<file path="src/common/sci_consts.svh">
// shared constants of the sine/cosine interpolator link
`ifndef SCI_CONSTS_SVH
`define SCI_CONSTS_SVH
// clocking
`define SCI_CLK_PERIOD_PS 4000
`define SCI_CLK_RATE_KHZ 250000
`define SCI_ADC_RATE_KHZ 20000
`define SCI_HALF_MIN_PS 40000
`define SCI_DIV_MIN 3'h3
`define SCI_DIV_RST 3'h5
`define SCI_DLY_UNIT 4'h0
`define SCI_FRAME_LAST 5'h18
`define SCI_ATAN_LAST 4'hb
`define SCI_HALF_TURN 12'h800
// widths
`define SCI_WORD_W 24
`define SCI_VAL_W 12
`define SCI_SUB_W 12
`define SCI_CAP_W 32
`define SCI_AXI_AW 8
// decode and mode
`define SCI_DEC_X4_UP 3'h7
`define SCI_DEC_X4_DN 3'h3
`define SCI_MODE_RST 24'h800000
`define SCI_START_BIT 23
`define SCI_WP_UNLOCK 32'haaaaaaaa
`define SCI_FIFO_DEPTH 2'h2
// bus answers
`define SCI_RESP_OKAY 2'h0
`define SCI_RESP_SLVERR 2'h2
// register offsets
`define SCI_REG_KEY 8'h00
`define SCI_REG_CTRL 8'h04
`define SCI_REG_CLK 8'h08
`define SCI_REG_OFFS 8'h0c
`define SCI_REG_MODE 8'h10
`define SCI_REG_SUB 8'h14
`define SCI_REG_PCAP 8'h18
`define SCI_REG_SCAP 8'h1c
`define SCI_REG_VAL 8'h20
// register fields
`define SCI_CTRL_MERGE 0
`define SCI_CTRL_DEC 6:4
`define SCI_CLK_SAMP 2:0
`define SCI_CLK_CONV 6:4
`define SCI_CLK_DLY 15:8
`define SCI_OFF_SIN 11:0
`define SCI_OFF_COS 27:16
`define SCI_MODE_FLD 23:0
`define SCI_SUB_FLD 11:0
`define SCI_VAL_FLD 23:0
`endif

</file>
<file path="src/common/sci_pkg.sv">
// types of the sine/cosine interpolator link
`include "sci_consts.svh"
package sci_pkg;
  typedef enum logic [2:0] {
    SCI_DS_IDLE = 3'h1,
    SCI_DS_XFER = 3'h2,
    SCI_DS_ATAN = 3'h4
  } sci_dev_st_t;

  typedef struct packed {
    sci_dev_st_t st;
    logic aw_held;
    logic [`SCI_AXI_AW-1:0] aw_addr;
    logic w_held;
    logic [31:0] w_data;
    logic [3:0] w_strb;
    logic bvalid;
    logic [1:0] bresp;
    logic rvalid;
    logic [31:0] rdata;
    logic [1:0] rresp;
    logic [31:0] wp_key;
    logic merge_en;
    logic [2:0] decode;
    logic [2:0] samp_div;
    logic [2:0] conv_div;
    logic [7:0] dly_set;
    logic [`SCI_VAL_W-1:0] off_sin;
    logic [`SCI_VAL_W-1:0] off_cos;
    logic [`SCI_WORD_W-1:0] mode_word;
    logic [1:0] phase_sy;
    logic [1:0] servo_sy;
    logic phase_d;
    logic servo_d;
    logic [7:0] conv_cnt;
    logic conv_ph;
    logic [8:0] samp_cnt;
    logic qa_d;
    logic qb_d;
    logic [`SCI_CAP_W-1:0] count;
    logic armed;
    logic [11:0] dly_cnt;
    logic pend;
    logic [`SCI_CAP_W-1:0] lat_count;
    logic sclk;
    logic mode_bit;
    logic [4:0] idx;
    logic [`SCI_WORD_W-1:0] mode_sh;
    logic [`SCI_WORD_W:0] rx_sh;
    logic [3:0] iter;
    logic [15:0] cx;
    logic [15:0] cy;
    logic [`SCI_SUB_W-1:0] cz;
    logic [`SCI_SUB_W-1:0] sub_count;
    logic [`SCI_WORD_W-1:0] conv_val;
    logic [`SCI_CAP_W-1:0] phase_cap;
    logic [`SCI_CAP_W-1:0] servo_cap;
  } sci_dev_state_t;

  typedef struct packed {
    logic [17:0] acc;
    logic tick;
    logic [1:0][`SCI_WORD_W-1:0] mem;
    logic wr_ptr;
    logic rd_ptr;
    logic [1:0] used;
    logic [`SCI_WORD_W-1:0] last;
    logic sclk_d;
    logic [4:0] idx;
    logic started;
    logic [`SCI_WORD_W-1:0] mode_sh;
    logic [`SCI_WORD_W-1:0] tx_sh;
    logic data_bit;
    logic [`SCI_WORD_W-1:0] mode_out;
    logic mode_valid;
    logic qa;
    logic qb;
  } sci_fpga_state_t;
endpackage

</file>
<file path="src/common/sci_link_if.sv">
// serial converter and quadrature link between the two ends
`timescale 1ns/10ps
interface sci_link_if;
  logic conv_sclk;
  logic mode_bit;
  logic conv_data;
  logic quad_a;
  logic quad_b;
  modport asic (output conv_sclk, output mode_bit, input conv_data, input quad_a, input quad_b);
  modport fpga (input conv_sclk, input mode_bit, output conv_data, output quad_a, output quad_b);
endinterface

</file>
<file path="src/verilog/sci_asic_end.sv">
// servo device end: setup registers, link master, decoder, arctangent, captures
`timescale 1ns/10ps
`include "sci_consts.svh"
// Summary of operation
// RULE_01 - add bias offsets to sine and cosine
// RULE_02 - sub-count always computed and readable
// RULE_03 - enable set: merged value latched at each phase and servo clock fall
// RULE_04 - sub-count in low twelve capture bits
// RULE_05 - enable clear: plain quadrature count latched
// RULE_06 - setup writes need unlock key pattern
// RULE_07 - far end samples converters at 20 MHz
// RULE_08 - quadrature sampled by encoder sample clock
// RULE_09 - at most one quadrature edge per sample
// RULE_10 - sample clock divider, default five, halving
// RULE_11 - converter clock divider: five, four, three
// RULE_12 - each serial transfer takes 25 clocks
// RULE_13 - strobe at phase rise, done by fall
// RULE_14 - strobe delayed by setting times sixteen clocks
// RULE_15 - far end sends corrected converter values
// RULE_16 - times-four decode for 3 or 7
// RULE_17 - 24-bit mode word out, msb first
// RULE_18 - delay counter restarts each phase rise
module sci_asic_end
  import sci_pkg::*;
(
  // clock and reset
  input wire logic clk_sys,
  input wire logic reset_n,
  input wire logic clk_en,
  // timing clocks
  input wire logic phase_clk,
  input wire logic servo_clk,
  // register bus
  input wire logic [`SCI_AXI_AW-1:0] s_axi_awaddr,
  input wire logic s_axi_awvalid,
  output logic s_axi_awready,
  input wire logic [31:0] s_axi_wdata,
  input wire logic [3:0] s_axi_wstrb,
  input wire logic s_axi_wvalid,
  output logic s_axi_wready,
  output logic [1:0] s_axi_bresp,
  output logic s_axi_bvalid,
  input wire logic s_axi_bready,
  input wire logic [`SCI_AXI_AW-1:0] s_axi_araddr,
  input wire logic s_axi_arvalid,
  output logic s_axi_arready,
  output logic [31:0] s_axi_rdata,
  output logic [1:0] s_axi_rresp,
  output logic s_axi_rvalid,
  input wire logic s_axi_rready,
  // link
  sci_link_if.asic link
);
  localparam logic [`SCI_SUB_W-1:0] SCI_ATAN_TAB [0:11] = '{12'h200, 12'h12e, 12'h0a0, 12'h051,
    12'h029, 12'h014, 12'h00a, 12'h005, 12'h003, 12'h001, 12'h001, 12'h000};

  sci_dev_state_t s_ff;
  sci_dev_state_t nxt;
  logic [7:0] conv_half;
  logic [8:0] samp_per;
  logic conv_rise;
  logic conv_fall;
  logic samp_tick;
  logic ph_rise;
  logic ph_fall;
  logic sv_fall;
  logic up;
  logic [32:0] wr_cur;
  logic [32:0] rd_cur;
  logic [31:0] wv;
  logic [15:0] sin_b;
  logic [15:0] cos_b;
  logic signed [15:0] dx;
  logic signed [15:0] dy;
  logic [`SCI_CAP_W-1:0] cap_val;

  ////////////////////////////////////////////////////////////////////////
  function automatic logic [7:0] sci_half(input logic [2:0] div);
    logic [2:0] d;
    d = (div < `SCI_DIV_MIN) ? `SCI_DIV_MIN : div;
    return 8'((`SCI_HALF_MIN_PS / `SCI_CLK_PERIOD_PS) << (d - `SCI_DIV_MIN));
  endfunction

  function automatic logic [31:0] sci_merge(input logic [31:0] old, input logic [31:0] data,
                                            input logic [3:0] strb);
    logic [31:0] r;
    r = old;
    for (int i = 0; i < 4; i++) begin
      if (strb[i]) begin
        r[i*8 +: 8] = data[i*8 +: 8];
      end
    end
    return r;
  endfunction

  function automatic logic [32:0] sci_rd(input sci_dev_state_t s, input logic [`SCI_AXI_AW-1:0] a);
    logic [31:0] w;
    logic hit;
    w = 32'h0;
    hit = 1'h1;
    case (a)
      `SCI_REG_KEY: w = s.wp_key;
      `SCI_REG_CTRL: begin
        w[`SCI_CTRL_MERGE] = s.merge_en;
        w[`SCI_CTRL_DEC] = s.decode;
      end
      `SCI_REG_CLK: begin
        w[`SCI_CLK_SAMP] = s.samp_div;
        w[`SCI_CLK_CONV] = s.conv_div;
        w[`SCI_CLK_DLY] = s.dly_set;
      end
      `SCI_REG_OFFS: begin
        w[`SCI_OFF_SIN] = s.off_sin;
        w[`SCI_OFF_COS] = s.off_cos;
      end
      `SCI_REG_MODE: w[`SCI_MODE_FLD] = s.mode_word;
      `SCI_REG_SUB: w[`SCI_SUB_FLD] = s.sub_count;
      `SCI_REG_PCAP: w = s.phase_cap;
      `SCI_REG_SCAP: w = s.servo_cap;
      `SCI_REG_VAL: w[`SCI_VAL_FLD] = s.conv_val;
      default: hit = 1'h0;
    endcase
    return {hit, w};
  endfunction

  ////////////////////////////////////////////////////////////////////////
  always_comb begin
    nxt = s_ff;
    conv_half = sci_half(s_ff.conv_div); // RULE_11
    samp_per = {sci_half(s_ff.samp_div), 1'h0}; // RULE_10
    conv_rise = 1'h0;
    conv_fall = 1'h0;
    samp_tick = 1'h0;
    up = 1'h0;
    ph_rise = s_ff.phase_sy[1] & ~s_ff.phase_d;
    ph_fall = ~s_ff.phase_sy[1] & s_ff.phase_d;
    sv_fall = ~s_ff.servo_sy[1] & s_ff.servo_d;
    wr_cur = sci_rd(s_ff, s_ff.aw_addr);
    rd_cur = sci_rd(s_ff, s_axi_araddr);
    wv = sci_merge(wr_cur[31:0], s_ff.w_data, s_ff.w_strb);
    sin_b = {{4{s_ff.rx_sh[23]}}, s_ff.rx_sh[23:12]} + {{4{s_ff.off_sin[11]}}, s_ff.off_sin}; // RULE_01
    cos_b = {{4{s_ff.rx_sh[11]}}, s_ff.rx_sh[11:0]} + {{4{s_ff.off_cos[11]}}, s_ff.off_cos}; // RULE_01
    dx = $signed(s_ff.cx) >>> s_ff.iter;
    dy = $signed(s_ff.cy) >>> s_ff.iter;
    if (s_ff.merge_en) begin
      cap_val = {s_ff.lat_count[`SCI_CAP_W-`SCI_SUB_W-1:0], s_ff.sub_count}; // RULE_03 RULE_04
    end else begin
      cap_val = s_ff.lat_count; // RULE_05
    end
    // pin synchronisers
    nxt.phase_sy = {s_ff.phase_sy[0], phase_clk};
    nxt.servo_sy = {s_ff.servo_sy[0], servo_clk};
    nxt.phase_d = s_ff.phase_sy[1];
    nxt.servo_d = s_ff.servo_sy[1];
    // converter clock divider
    if (s_ff.conv_cnt >= conv_half - 8'h1) begin
      nxt.conv_cnt = 8'h0;
      nxt.conv_ph = ~s_ff.conv_ph;
      conv_rise = ~s_ff.conv_ph;
      conv_fall = s_ff.conv_ph;
    end else begin
      nxt.conv_cnt = s_ff.conv_cnt + 8'h1;
    end
    // sample clock divider
    if (s_ff.samp_cnt >= samp_per - 9'h1) begin
      nxt.samp_cnt = 9'h0;
      samp_tick = 1'h1;
    end else begin
      nxt.samp_cnt = s_ff.samp_cnt + 9'h1;
    end
    // quadrature decode
    if (samp_tick) begin // RULE_08
      nxt.qa_d = link.quad_a;
      nxt.qb_d = link.quad_b;
      if ((link.quad_a ^ s_ff.qa_d) != (link.quad_b ^ s_ff.qb_d)) begin // RULE_09
        up = link.quad_a ^ s_ff.qb_d;
        if (s_ff.decode == `SCI_DEC_X4_UP) begin // RULE_16
          nxt.count = up ? s_ff.count + 32'h1 : s_ff.count - 32'h1;
        end else if (s_ff.decode == `SCI_DEC_X4_DN) begin // RULE_16
          nxt.count = up ? s_ff.count - 32'h1 : s_ff.count + 32'h1;
        end
      end
    end
    // strobe delay
    if (ph_rise) begin
      nxt.armed = 1'h1; // RULE_18
      nxt.dly_cnt = 12'h0; // RULE_18
    end else if (s_ff.armed) begin
      if (s_ff.dly_cnt == {s_ff.dly_set, `SCI_DLY_UNIT}) begin // RULE_14
        nxt.armed = 1'h0;
        nxt.pend = 1'h1;
        nxt.lat_count = s_ff.count; // RULE_13
      end else if (conv_rise) begin
        nxt.dly_cnt = s_ff.dly_cnt + 12'h1;
      end
    end
    // transfer and arctangent
    case (s_ff.st)
      SCI_DS_IDLE: begin
        if (conv_fall && s_ff.pend) begin
          nxt.st = SCI_DS_XFER;
          nxt.pend = s_ff.armed & (s_ff.dly_cnt == {s_ff.dly_set, `SCI_DLY_UNIT}) & ~ph_rise;
          nxt.idx = 5'h0;
          nxt.mode_sh = s_ff.mode_word; // RULE_17
          nxt.mode_bit = s_ff.mode_word[`SCI_START_BIT]; // RULE_17
        end
      end
      SCI_DS_XFER: begin
        if (conv_rise) begin
          nxt.sclk = 1'h1;
          nxt.rx_sh = {s_ff.rx_sh[`SCI_WORD_W-1:0], link.conv_data};
        end
        if (conv_fall) begin
          nxt.sclk = 1'h0;
          if (s_ff.idx == `SCI_FRAME_LAST) begin // RULE_12
            nxt.st = SCI_DS_ATAN;
            nxt.mode_bit = 1'h0;
            nxt.conv_val = s_ff.rx_sh[`SCI_WORD_W-1:0];
            nxt.iter = 4'h0;
            nxt.cx = cos_b[15] ? 16'h0 - cos_b : cos_b;
            nxt.cy = cos_b[15] ? 16'h0 - sin_b : sin_b;
            nxt.cz = cos_b[15] ? `SCI_HALF_TURN : 12'h0;
          end else begin
            nxt.idx = s_ff.idx + 5'h1;
            nxt.mode_sh = {s_ff.mode_sh[`SCI_WORD_W-2:0], 1'h0};
            nxt.mode_bit = s_ff.mode_sh[`SCI_WORD_W-2]; // RULE_17
          end
        end
      end
      SCI_DS_ATAN: begin
        if (!s_ff.cy[15]) begin
          nxt.cx = s_ff.cx + dy;
          nxt.cy = s_ff.cy - dx;
          nxt.cz = s_ff.cz + SCI_ATAN_TAB[s_ff.iter];
        end else begin
          nxt.cx = s_ff.cx - dy;
          nxt.cy = s_ff.cy + dx;
          nxt.cz = s_ff.cz - SCI_ATAN_TAB[s_ff.iter];
        end
        nxt.iter = s_ff.iter + 4'h1;
        if (s_ff.iter == `SCI_ATAN_LAST) begin
          nxt.st = SCI_DS_IDLE;
          nxt.sub_count = nxt.cz; // RULE_02
        end
      end
      default: nxt.st = SCI_DS_IDLE;
    endcase
    // captures
    if (ph_fall) begin
      nxt.phase_cap = cap_val; // RULE_03 RULE_13
    end
    if (sv_fall) begin
      nxt.servo_cap = cap_val; // RULE_03
    end
    // register bus write
    if (s_ff.bvalid && s_axi_bready) begin
      nxt.bvalid = 1'h0;
    end
    if (s_axi_awvalid && s_axi_awready) begin
      nxt.aw_held = 1'h1;
      nxt.aw_addr = s_axi_awaddr;
    end
    if (s_axi_wvalid && s_axi_wready) begin
      nxt.w_held = 1'h1;
      nxt.w_data = s_axi_wdata;
      nxt.w_strb = s_axi_wstrb;
    end
    if (s_ff.aw_held && s_ff.w_held) begin
      nxt.aw_held = 1'h0;
      nxt.w_held = 1'h0;
      nxt.bvalid = 1'h1;
      nxt.bresp = `SCI_RESP_OKAY;
      if (s_ff.aw_addr == `SCI_REG_KEY) begin
        nxt.wp_key = wv;
      end else if (s_ff.wp_key != `SCI_WP_UNLOCK) begin // RULE_06
        nxt.bresp = `SCI_RESP_SLVERR;
      end else begin
        case (s_ff.aw_addr)
          `SCI_REG_CTRL: begin
            nxt.merge_en = wv[`SCI_CTRL_MERGE];
            nxt.decode = wv[`SCI_CTRL_DEC];
          end
          `SCI_REG_CLK: begin
            nxt.samp_div = wv[`SCI_CLK_SAMP];
            nxt.conv_div = wv[`SCI_CLK_CONV];
            nxt.dly_set = wv[`SCI_CLK_DLY];
          end
          `SCI_REG_OFFS: begin
            nxt.off_sin = wv[`SCI_OFF_SIN];
            nxt.off_cos = wv[`SCI_OFF_COS];
          end
          `SCI_REG_MODE: nxt.mode_word = wv[`SCI_MODE_FLD];
          default: nxt.bresp = `SCI_RESP_SLVERR;
        endcase
      end
    end
    // register bus read
    if (s_ff.rvalid && s_axi_rready) begin
      nxt.rvalid = 1'h0;
    end
    if (s_axi_arvalid && s_axi_arready) begin
      nxt.rvalid = 1'h1;
      nxt.rdata = rd_cur[31:0];
      nxt.rresp = rd_cur[32] ? `SCI_RESP_OKAY : `SCI_RESP_SLVERR;
    end
  end

  ////////////////////////////////////////////////////////////////////////
  always_ff @(posedge clk_sys) begin
    if (!reset_n) begin
      s_ff <= '0;
      s_ff.st <= SCI_DS_IDLE;
      s_ff.decode <= `SCI_DEC_X4_UP;
      s_ff.samp_div <= `SCI_DIV_RST;
      s_ff.conv_div <= `SCI_DIV_RST;
      s_ff.mode_word <= `SCI_MODE_RST;
    end else if (clk_en) begin
      s_ff <= nxt;
    end
  end

  ////////////////////////////////////////////////////////////////////////
  assign s_axi_awready = ~s_ff.aw_held & ~s_ff.bvalid;
  assign s_axi_wready = ~s_ff.w_held & ~s_ff.bvalid;
  assign s_axi_bvalid = s_ff.bvalid;
  assign s_axi_bresp = s_ff.bresp;
  assign s_axi_arready = ~s_ff.rvalid;
  assign s_axi_rvalid = s_ff.rvalid;
  assign s_axi_rdata = s_ff.rdata;
  assign s_axi_rresp = s_ff.rresp;
  assign link.conv_sclk = s_ff.sclk;
  assign link.mode_bit = s_ff.mode_bit;
endmodule

</file>
<file path="src/flat_wrapper.sv">
// flat-port wrapper written by rule: the top's interface ports become plain ports
module sci_asic_end_flat import sci_pkg::*;
  (clk_sys, reset_n, clk_en, phase_clk, servo_clk, s_axi_awaddr, s_axi_awvalid, s_axi_awready, s_axi_wdata, s_axi_wstrb, s_axi_wvalid, s_axi_wready, s_axi_bresp, s_axi_bvalid, s_axi_bready, s_axi_araddr, s_axi_arvalid, s_axi_arready, s_axi_rdata, s_axi_rresp, s_axi_rvalid, s_axi_rready, link_conv_sclk, link_mode_bit, link_conv_data, link_quad_a, link_quad_b);
  sci_link_if link_i ();
  input wire logic clk_sys;
  input wire logic reset_n;
  input wire logic clk_en;
  input wire logic phase_clk;
  input wire logic servo_clk;
  input wire logic [`SCI_AXI_AW-1:0] s_axi_awaddr;
  input wire logic s_axi_awvalid;
  output logic s_axi_awready;
  input wire logic [31:0] s_axi_wdata;
  input wire logic [3:0] s_axi_wstrb;
  input wire logic s_axi_wvalid;
  output logic s_axi_wready;
  output logic [1:0] s_axi_bresp;
  output logic s_axi_bvalid;
  input wire logic s_axi_bready;
  input wire logic [`SCI_AXI_AW-1:0] s_axi_araddr;
  input wire logic s_axi_arvalid;
  output logic s_axi_arready;
  output logic [31:0] s_axi_rdata;
  output logic [1:0] s_axi_rresp;
  output logic s_axi_rvalid;
  input wire logic s_axi_rready;
  output wire logic [$bits(link_i.conv_sclk)-1:0] link_conv_sclk;
  output wire logic [$bits(link_i.mode_bit)-1:0] link_mode_bit;
  input wire logic [$bits(link_i.conv_data)-1:0] link_conv_data;
  input wire logic [$bits(link_i.quad_a)-1:0] link_quad_a;
  input wire logic [$bits(link_i.quad_b)-1:0] link_quad_b;
  assign link_conv_sclk = link_i.conv_sclk;
  assign link_mode_bit = link_i.mode_bit;
  assign link_i.conv_data = link_conv_data;
  assign link_i.quad_a = link_quad_a;
  assign link_i.quad_b = link_quad_b;
  sci_asic_end u_core (.clk_sys(clk_sys), .reset_n(reset_n), .clk_en(clk_en), .phase_clk(phase_clk), .servo_clk(servo_clk), .s_axi_awaddr(s_axi_awaddr), .s_axi_awvalid(s_axi_awvalid), .s_axi_awready(s_axi_awready), .s_axi_wdata(s_axi_wdata), .s_axi_wstrb(s_axi_wstrb), .s_axi_wvalid(s_axi_wvalid), .s_axi_wready(s_axi_wready), .s_axi_bresp(s_axi_bresp), .s_axi_bvalid(s_axi_bvalid), .s_axi_bready(s_axi_bready), .s_axi_araddr(s_axi_araddr), .s_axi_arvalid(s_axi_arvalid), .s_axi_arready(s_axi_arready), .s_axi_rdata(s_axi_rdata), .s_axi_rresp(s_axi_rresp), .s_axi_rvalid(s_axi_rvalid), .s_axi_rready(s_axi_rready), .link(link_i));
endmodule
</file>
<file path="config.mk">
export PLATFORM = sky130hd
export DESIGN_NAME = sci_asic_end_flat
export DESIGN_NICKNAME = d
export VERILOG_FILES = /design/src/common/sci_pkg.sv /design/src/common/sci_link_if.sv /design/src/verilog/sci_asic_end.sv /design/src/flat_wrapper.sv
export VERILOG_INCLUDE_DIRS = /design/src /design/src/common
export SDC_FILE = /design/constraint.sdc
export NUM_CORES = 1
export LEC_CHECK = 0
export BUFFER_PORTS_ARGS = -buffer_cell sky130_fd_sc_hd__buf_2
export CAP_MARGIN = 20
export CORE_MARGIN = 2
export CORE_UTILIZATION = 50
export DETAILED_ROUTE_END_ITERATION = 7
export PLACE_DENSITY = 0.68
export SLEW_MARGIN = 0
export SYNTH_ARGS = -nofsm -noshare
export SYNTH_HDL_FRONTEND = slang
export SYNTH_SLANG_ARGS = --single-unit
</file>
<file path="constraint.sdc">
create_clock -name clk_sys -period 9.8 [get_ports clk_sys]
set_input_delay 0.49 -clock clk_sys [delete_from_list [all_inputs] [get_ports clk_sys]]
set_output_delay 0.49 -clock clk_sys [all_outputs]
set_load 0.005 [all_outputs]
</file>
==> results.ini, run 1 <==
[run_status]
outcome = complete, no violations

[die]
ioPinCount = 108
die_w_um = 240
rows = 86
die_y_um = 240
die_area_um2 = 57700
initial_core_util_pct = 50.6
core_area_um2 = 55200

[global_route]
grt_pass1_wl_mm = 136
grt_antenna_before_repair = 2
use_met1_pct = 40.5
grt_pass1_vias = 23600
track_usage_pct = 30.0
gr-total-overflow = 0
busiest_layer = met2
grt_max_degree = 93
grt_util_met2_pct = 47.3
met3_usage_pct = 4.80

[setup_path]
crit_family = compound AO/OA/AOI/OAI gates
startpoint_type = flip-flop
crit_start = u_core.s_ff[145]
worst_path_max_delay_cell = dfxtp_2
cp.depth = 20
arrival_ns = 6.73
worstSetupPathType = reg2reg
r2r_slack_ns = 3.60
crit_fanout = 32
r2r-end = u_core.s_ff[143]
worst-r2r-cell-count = 20
reg2reg_from = u_core.s_ff[145]
path_buf_inv = 2
worst_path_largest_cell_delay_ns = 0.75
cp-end-kind = flip-flop
critPathRequiredTime_ns = 10.33
cp_cell_sequence = buf_4, mux4_2, mux2i_2, nor2_1, nor2_1, ha_1, inv_1, a2111oi_2, nand2_1, o31a_1, o21ai_0, ha_1, a21o_1, a22o_1, or4_1, a31oi_1, o21ai_0, xnor2_1, or3_1, o211ai_1

[power_and_ir_drop]
total_power_mw = 4.40
powerDensity_nw_per_um2 = 144
peakVddDrop_mv = 0.141
leakagePower_nw = 11.2

[logic_synthesis]
syn_inst = 3527
synth_top_family_by_area = compound AO/OA/AOI/OAI gates
synth-compound-area-share_pct = 21.9
synthesis.area_um2 = 27900
ys_seq_elements = 489
synth_cell_type_count = 85
async_reset_ff_share_pct = 0
yosys_warnings = 0
synth-edff-count = 0
synth-adder-area-share_pct = 4.80
yosysSeqAreaShare_pct = 35.1
synthSimpleGateAreaFrac_pct = 20.7
avgSynthCellArea_um2 = 7.92
synthXorXnorAreaFrac_pct = 5.16
muxShareOfSynthArea_pct = 7.30
ys.flop_type = dfxtp_1

[timing]
fin_worst_skew_ns = 0.0237
fin_crit_sh_pct = 63.3
setup_tns_ns = 0
rsz0062_at_grt = false
finalMaxSlewViolations = 0
layout_min_cycle_time_ns = 6.20
max_freq_ghz = 0.161
hold_ws_ns = 0.108
worstMarginPinSlew_ns = 1.14
relSlewSlack_pct = 24.1
hold_viol = 0
finalSetupViolCount = 0

[clock_tree]
cts_made_buffers = 54
clock_latency_ns = 0.62
clk_pin_slew_ns = 0.06
cts_hold_buf = 0
cts_buffer_depth = 3
clockRootBuffer = clkbuf_16
clock_sinks = 489
post_cts_resized = 0
htree_num_levels = 2
cts_tree = yes
post-cts-setup-buffers = 0

[finish]
multi_input_area_um2 = 16800
synthToLayoutAreaGrowth_pct = 9.45
fin_util_pct = 55.4
nNetsFinal = 3631
stdcell_count = 4249
register_area_um2 = 9790
post_route_cells_drive_above_1_share_pct = 9.63
antenna_cells = 0
fillerInstances = 5248

[place]
post-place-cells = 4151
dpl.hpwl_mm = 62.1
io_buffers = 105
gp_congestion = 0.933

[routing]
first_iter_violations = 2671
firstDrtPassIters = 6
post_drt_wl_per_cell_um = 20.6
ant_nets = 0
drt-total-wl_mm = 87.5
via_count = 25900
drc = 0
vias_per_cell = 6.10

[run]
drv_cap = 0

[worst_hold_path]
min_path_cells = 3
hold_path_class = in2reg
hold_start = s_axi_wdata[28]
hold_path_end = u_core.s_ff[476]

-- routing by layer --
metal	share of wire, %	vias up
met1	43	12200
met3	7.8	211
met5	0.014	-
met2	44	1036
met4	4.7	2
li1	-	12500
-- sequential cells by signal (all words and copies together), names as in the netlist --
register	count
u_core.link.conv_sclk	1
u_core.s_axi_rresp	1
u_core.s_axi_rvalid	1
u_core.link.mode_bit	1
u_core.s_axi_bresp	1
u_core.s_ff	447
u_core.s_axi_bvalid	1
u_core.nxt	4
u_core.s_axi_rdata	32
-- layout make-up --
cell class	count	share of cell area, %
inverter	63	0.798
clock buffer	72	5.14
timing repair buffer	153	3.02
sequential	489	32.0
clock inverter	23	1.11
multi-input combinational	2701	54.8
tap	748	3.06
-- logic make-up after synthesis --
group / after synthesis
mux: 165
other cells: 1
simple gates: 1311
buf+inv: 338
compound gates: 956
xor+xnor: 163
fa+ha+maj: 104
flops: 489
-- placed cells by master (no fill, tap or decap), types with 11 or more instances in the layout --
master	instances
a22o_1	13
buf_2	106
or2_2	13
a222oi_1	21
and3_1	24
nand4_1	26
mux2_2	31
o211ai_1	21
buf_4	44
a211oi_1	133
and2_1	17
nor2_1	383
a21o_1	26
ha_1	99
clkinv_2	12
dfxtp_1	486
a22oi_1	72
xor2_1	72
a31oi_1	20
clkbuf_16	55
o21ai_0	135
xnor2_1	90
or3_1	30
inv_1	58
nor2b_1	20
o21a_1	22
nand3_1	79
a21oi_1	360
mux4_2	21
a221oi_1	33
nor4_1	17
mux2i_1	107
nand2b_1	17
clkbuf_8	13
o31ai_1	11
nor3_1	65
nand2_1	564
-- report_power, final --
| group | switching, mW | total (mW) | internal (mW) | leakage (nW) |
|---|---|---|---|---|
| logic | 0.128 | 0.185 | 0.0568 | 6.27 |
| clock network | 0.848 | 2.18 | 1.33 | 0.954 |
| registers | 0.0253 | 2.04 | 2.01 | 3.95 |
| total | 1.00 | 4.40 | 3.40 | 11.2 |
-- synthesized netlist by cell type (10+ instances only) --
cell type	count	area [µm²]
o211ai_1	21	158
a221oi_1	33	289
mux4_2	21	473
nor3_1	66	330
a21o_1	26	195
or2_2	13	81.3
xnor2_1	90	788
a22oi_1	72	541
nand2_1	564	2120
mux2_2	31	349
clkbuf_1	205	769
ha_1	99	1240
a21oi_1	360	1800
nand4_1	26	163
o21bai_1	10	75.1
o22ai_1	10	62.6
buf_4	36	270
nand2b_1	17	106
o31ai_1	11	82.6
nor2b_1	21	131
a311oi_1	10	87.6
inv_1	58	218
and2_1	17	106
buf_1	25	93.8
o21ai_0	135	676
o21a_1	22	165
nor4_1	17	106
and3_1	24	150
nand3_1	79	395
xor2_1	72	631
a31oi_1	21	131
or3_1	30	188
mux2i_1	107	1070
dfxtp_1	489	9790
a22o_1	13	114
a211oi_1	133	998
nor2_1	386	1450
a222oi_1	21	210
-- through the flow --
| stage | instance area, µm² | worst slack (ns) |
|---|---|---|
| 2_1_floorplan | 27900 | 4.85 |
| 3_3_place_gp | 28600 | 3.71 |
| 3_5_place_dp | 28600 | 3.75 |
| 4_1_cts | 30500 | 3.69 |
| 5_1_grt | 30600 | 3.18 |
| 6_report | 30600 | 3.60 |
-- worst max path at each step --
stage / end
5_1_grt: u_core.s_ff[143]
2_1_floorplan: u_core.s_ff[143]
4_1_cts: u_core.s_ff[143]
3_5_place_dp: u_core.s_ff[143]
6_report: u_core.s_ff[143]
3_3_place_gp: u_core.s_ff[143]
-- worst register-to-register path, cell delays in order (launching register included) --
cell and delay, ns:
dfxtp_2 0.75, buf_4 0.47, mux4_2 0.58, mux2i_2 0.41, nor2_1 0.07, nor2_1 0.16, ha_1 0.22, inv_1 0.08
a2111oi_2 0.68, nand2_1 0.21, o31a_1 0.14, o21ai_0 0.15, ha_1 0.32, a21o_1 0.20, a22o_1 0.26, or4_1 0.43
a31oi_1 0.27, o21ai_0 0.16, xnor2_1 0.15, or3_1 0.31, o211ai_1 0.08
(Power assumes the default switching activity.)
==> run 2, diff against run 1 <==
clock period = 6.05 ns   (was 9.8 ns; I/O delays follow)
==> run 2 against run 1 <==
  * The flow now finishes with violations (design-rule violations)
  * Clock skew rose by 0.020 ns
  * Critical path type unchanged
  * Clock power up 52%
  * Hold slack got worse by 0.064 ns
  * Sequential power rose by 62%
  * Cell count grew 1.3%
  * Highest routed layer is now met4
==> results.ini, run 2 (same netlist as run 1, synthesis figures left out) <==
[timing]
worst_slack_ns = 0.542  ; -3.06 ns
fin_worst_skew_ns = 0.0442  ; +0.0205 ns
finalMaxSlewViolations = 0  ; unchanged
layout_min_cycle_time_ns = 5.51  ; -0.691 ns
fin_crit_sh_pct = 91.0  ; +28 points
hold_viol = 0  ; unchanged
worstMarginPinSlew_ns = 1.10  ; -0.0426 ns
finalSetupViolCount = 0  ; unchanged
rsz0062_at_grt = false
setup_tns_ns = 0  ; unchanged
max_freq_ghz = 0.182  ; +13%
relSlewSlack_pct = 26.8  ; +2.7 points

[die]
core_area_um2 = 55200  ; unchanged
die_area_um2 = 57700  ; unchanged
ioPinCount = 108  ; unchanged
die_w_um = 240  ; unchanged
initial_core_util_pct = 50.6  ; unchanged
die_y_um = 240  ; unchanged
rows = 86  ; unchanged

[place]
dpl.hpwl_mm = 62.6  ; +0.81%
gp_congestion = 0.960  ; +2.9%
dpl_cell_area_um2 = 28700  ; +0.37%
io_buffers = 105  ; unchanged
pre_cts_ws_ns = 0.445  ; -3.31 ns

[power_and_ir_drop]
peakVddDrop_mv = 0.243  ; +73%
leakagePower_nw = 11.3  ; +1.5%
total_power_mw = 6.93  ; +58%
powerDensity_nw_per_um2 = 224  ; +55%

[global_route]
grt_pass1_wl_mm = 139  ; +1.8%
track_usage_pct = 30.5  ; +0.52 points
grt_pass1_vias = 24200  ; +2.3%
gr-total-overflow = 0  ; unchanged
grt_antenna_before_repair = 0  ; -2
grt_max_degree = 182  ; +96%

[clock_tree]
cts_buffer_depth = 3  ; unchanged
cts_made_buffers = 52  ; -3.7%
post-cts-setup-buffers = 0  ; unchanged
clk_pin_slew_ns = 0.07  ; about the same
htree_num_levels = 2  ; unchanged
cts_tree = yes
clock_sinks = 489  ; unchanged
clockRootBuffer = clkbuf_16
clock_latency_ns = 0.63  ; about the same

[setup_path]
r2r_slack_ns = 0.54  ; -3.06 ns
worst-r2r-cell-count = 19  ; -5.0%
cp.depth = 19  ; -5.0%
crit_family = compound AO/OA/AOI/OAI gates
worstSetupPathType = reg2reg
cp_cell_sequence = buf_4, mux2_2, mux2i_1, mux4_2, ha_1, inv_1, a2111oi_2, nand2_1, o31a_1, o21ai_0, ha_1, a21o_1, a22o_1, or4_1, a31oi_1, o21ai_0, xnor2_1, or3_1, o211ai_1
worst_path_max_delay_cell = a2111oi_2
arrival_ns = 6.05  ; -0.68 ns
crit_fanout = 26  ; -19%
critPathRequiredTime_ns = 6.59  ; -3.74 ns
reg2reg_from = u_core.s_ff[145]
startpoint_type = flip-flop
r2r-end = u_core.s_ff[143]
worst_path_largest_cell_delay_ns = 0.67  ; -0.08 ns
cp-end-kind = flip-flop
path_buf_inv = 2  ; unchanged

[routing]
drt-total-wl_mm = 89.4  ; +2.1%
ant_nets = 0  ; unchanged
drc = 2  ; +2
via_count = 26200  ; +1.1%
firstDrtPassIters = 8  ; +2
post_drt_wl_per_cell_um = 20.8  ; +0.73%
vias_per_cell = 6.09  ; -0.21%
first_iter_violations = 2624  ; -1.8%

[finish]
synthToLayoutAreaGrowth_pct = 11.1
nNetsFinal = 3690  ; +1.6%
regMostFlops = u_core.s_ff
antenna_cells = 0  ; unchanged
fillerInstances = 5135  ; -2.2%
largest_reg_flops = 447  ; unchanged
fin_area_um2 = 31000  ; +1.5%
post_route_cells_drive_above_1_share_pct = 9.56  ; -0.070 points
final_common_cell = nand2_1
mostFrequentLayoutCells = nand2_1, dfxtp_1, nor2_1

[worst_hold_path]
min_path_cells = 4  ; +1
hold_start = s_axi_rready
hold_path_class = in2reg
hold_path_end = u_core.s_axi_rvalid

[run]
drv_cap = 0  ; unchanged

[run_status]
failed_checks = design-rule violations
outcome = complete, but fails checks

==> run 2: cell count changes in the layout (fill, tap and decap cells not counted), moves of 2 or more <==
cell,before,now
dlygate4sd3_1,0,50
buf_4,44,56
clkinv_2,12,7
bufinv_16,8,4
clkbuf_1,4,8
clkbuf_8,13,9
clkinvlp_4,0,4
clkinv_4,1,4
clkbuf_16,55,53
clkinv_16,0,2
==> run 2: power breakdown <==
part	switching (mW)	total (mW)	internal (mW)
Combinational	0.214	0.327	0.113
Clock	1.41	3.31	1.90
Sequential	0.0418	3.30	3.26
Total	1.67	6.93	5.26
==> run 2: per-layer routing <==
layer / routed length (µm) / track usage, % / part of all wire (%) / vias to the layer above
li1: - / - / - / 12600
met1: 37800 / 39.7 / 42 / 12300
met2: 39800 / 48.5 / 45 / 1092
met3: 7300 / 6.31 / 8.2 / 220
met4: 4540 / 14.2 / 5.1 / 0
met5: 0 / 0 / 0 / -
==> run 2: what timing repair did <==
item	4_1_cts	5_1_grt
endpoints found under the hold margin	50	0
hold buffers	50	0
setup endpoints to repair	0	1
resized for setup	0	1
==> run 2: how the worst max path moves through the flow <==
stage / start / end / slack [ns]
4_1_cts: u_core.s_ff[145] / u_core.s_ff[143] / 0.39
2_1_floorplan: u_core.s_ff[145] / u_core.s_ff[143] / 1.10
6_report: u_core.s_ff[145] / u_core.s_ff[143] / 0.54
3_5_place_dp: u_core.s_ff[145] / u_core.s_ff[143] / 0.45
5_1_grt: u_core.s_ff[144] / u_core.s_ff[143] / 0.04
3_3_place_gp: u_core.s_ff[145] / u_core.s_ff[143] / 0.55
==> run 2: final cells by class <==
class	count	area [µm²]	area share, %
timing repair buffer	214	1520	4.91
clock inverter	21	280	0.904
inverter	63	244	0.787
clock buffer	70	1480	4.77
multi-input combinational	2701	16800	54.0
sequential	489	9800	31.6
tap	748	936	3.02
==> run 2: through the flow <==
step | utilization [%] | hold slack (ns) | cells
after floorplan | - | 0.431 | 3528
after global placement | 52.0 | 0.441 | 4163
after detailed placement | 52.0 | 0.445 | 4163
after CTS | 56.1 | 0.00971 | 4304
after global routing | 56.2 | 0.0600 | 4306
final | 56.2 | 0.0439 | 4306
==> run 2: worst min-delay path, delay by kind of cell <==
family                 cells  cell delay (ns)
AO/OA/AOI/OAI              1             0.06
buffers and inverters      1             0.12
AND/OR/NAND/NOR            2             0.12
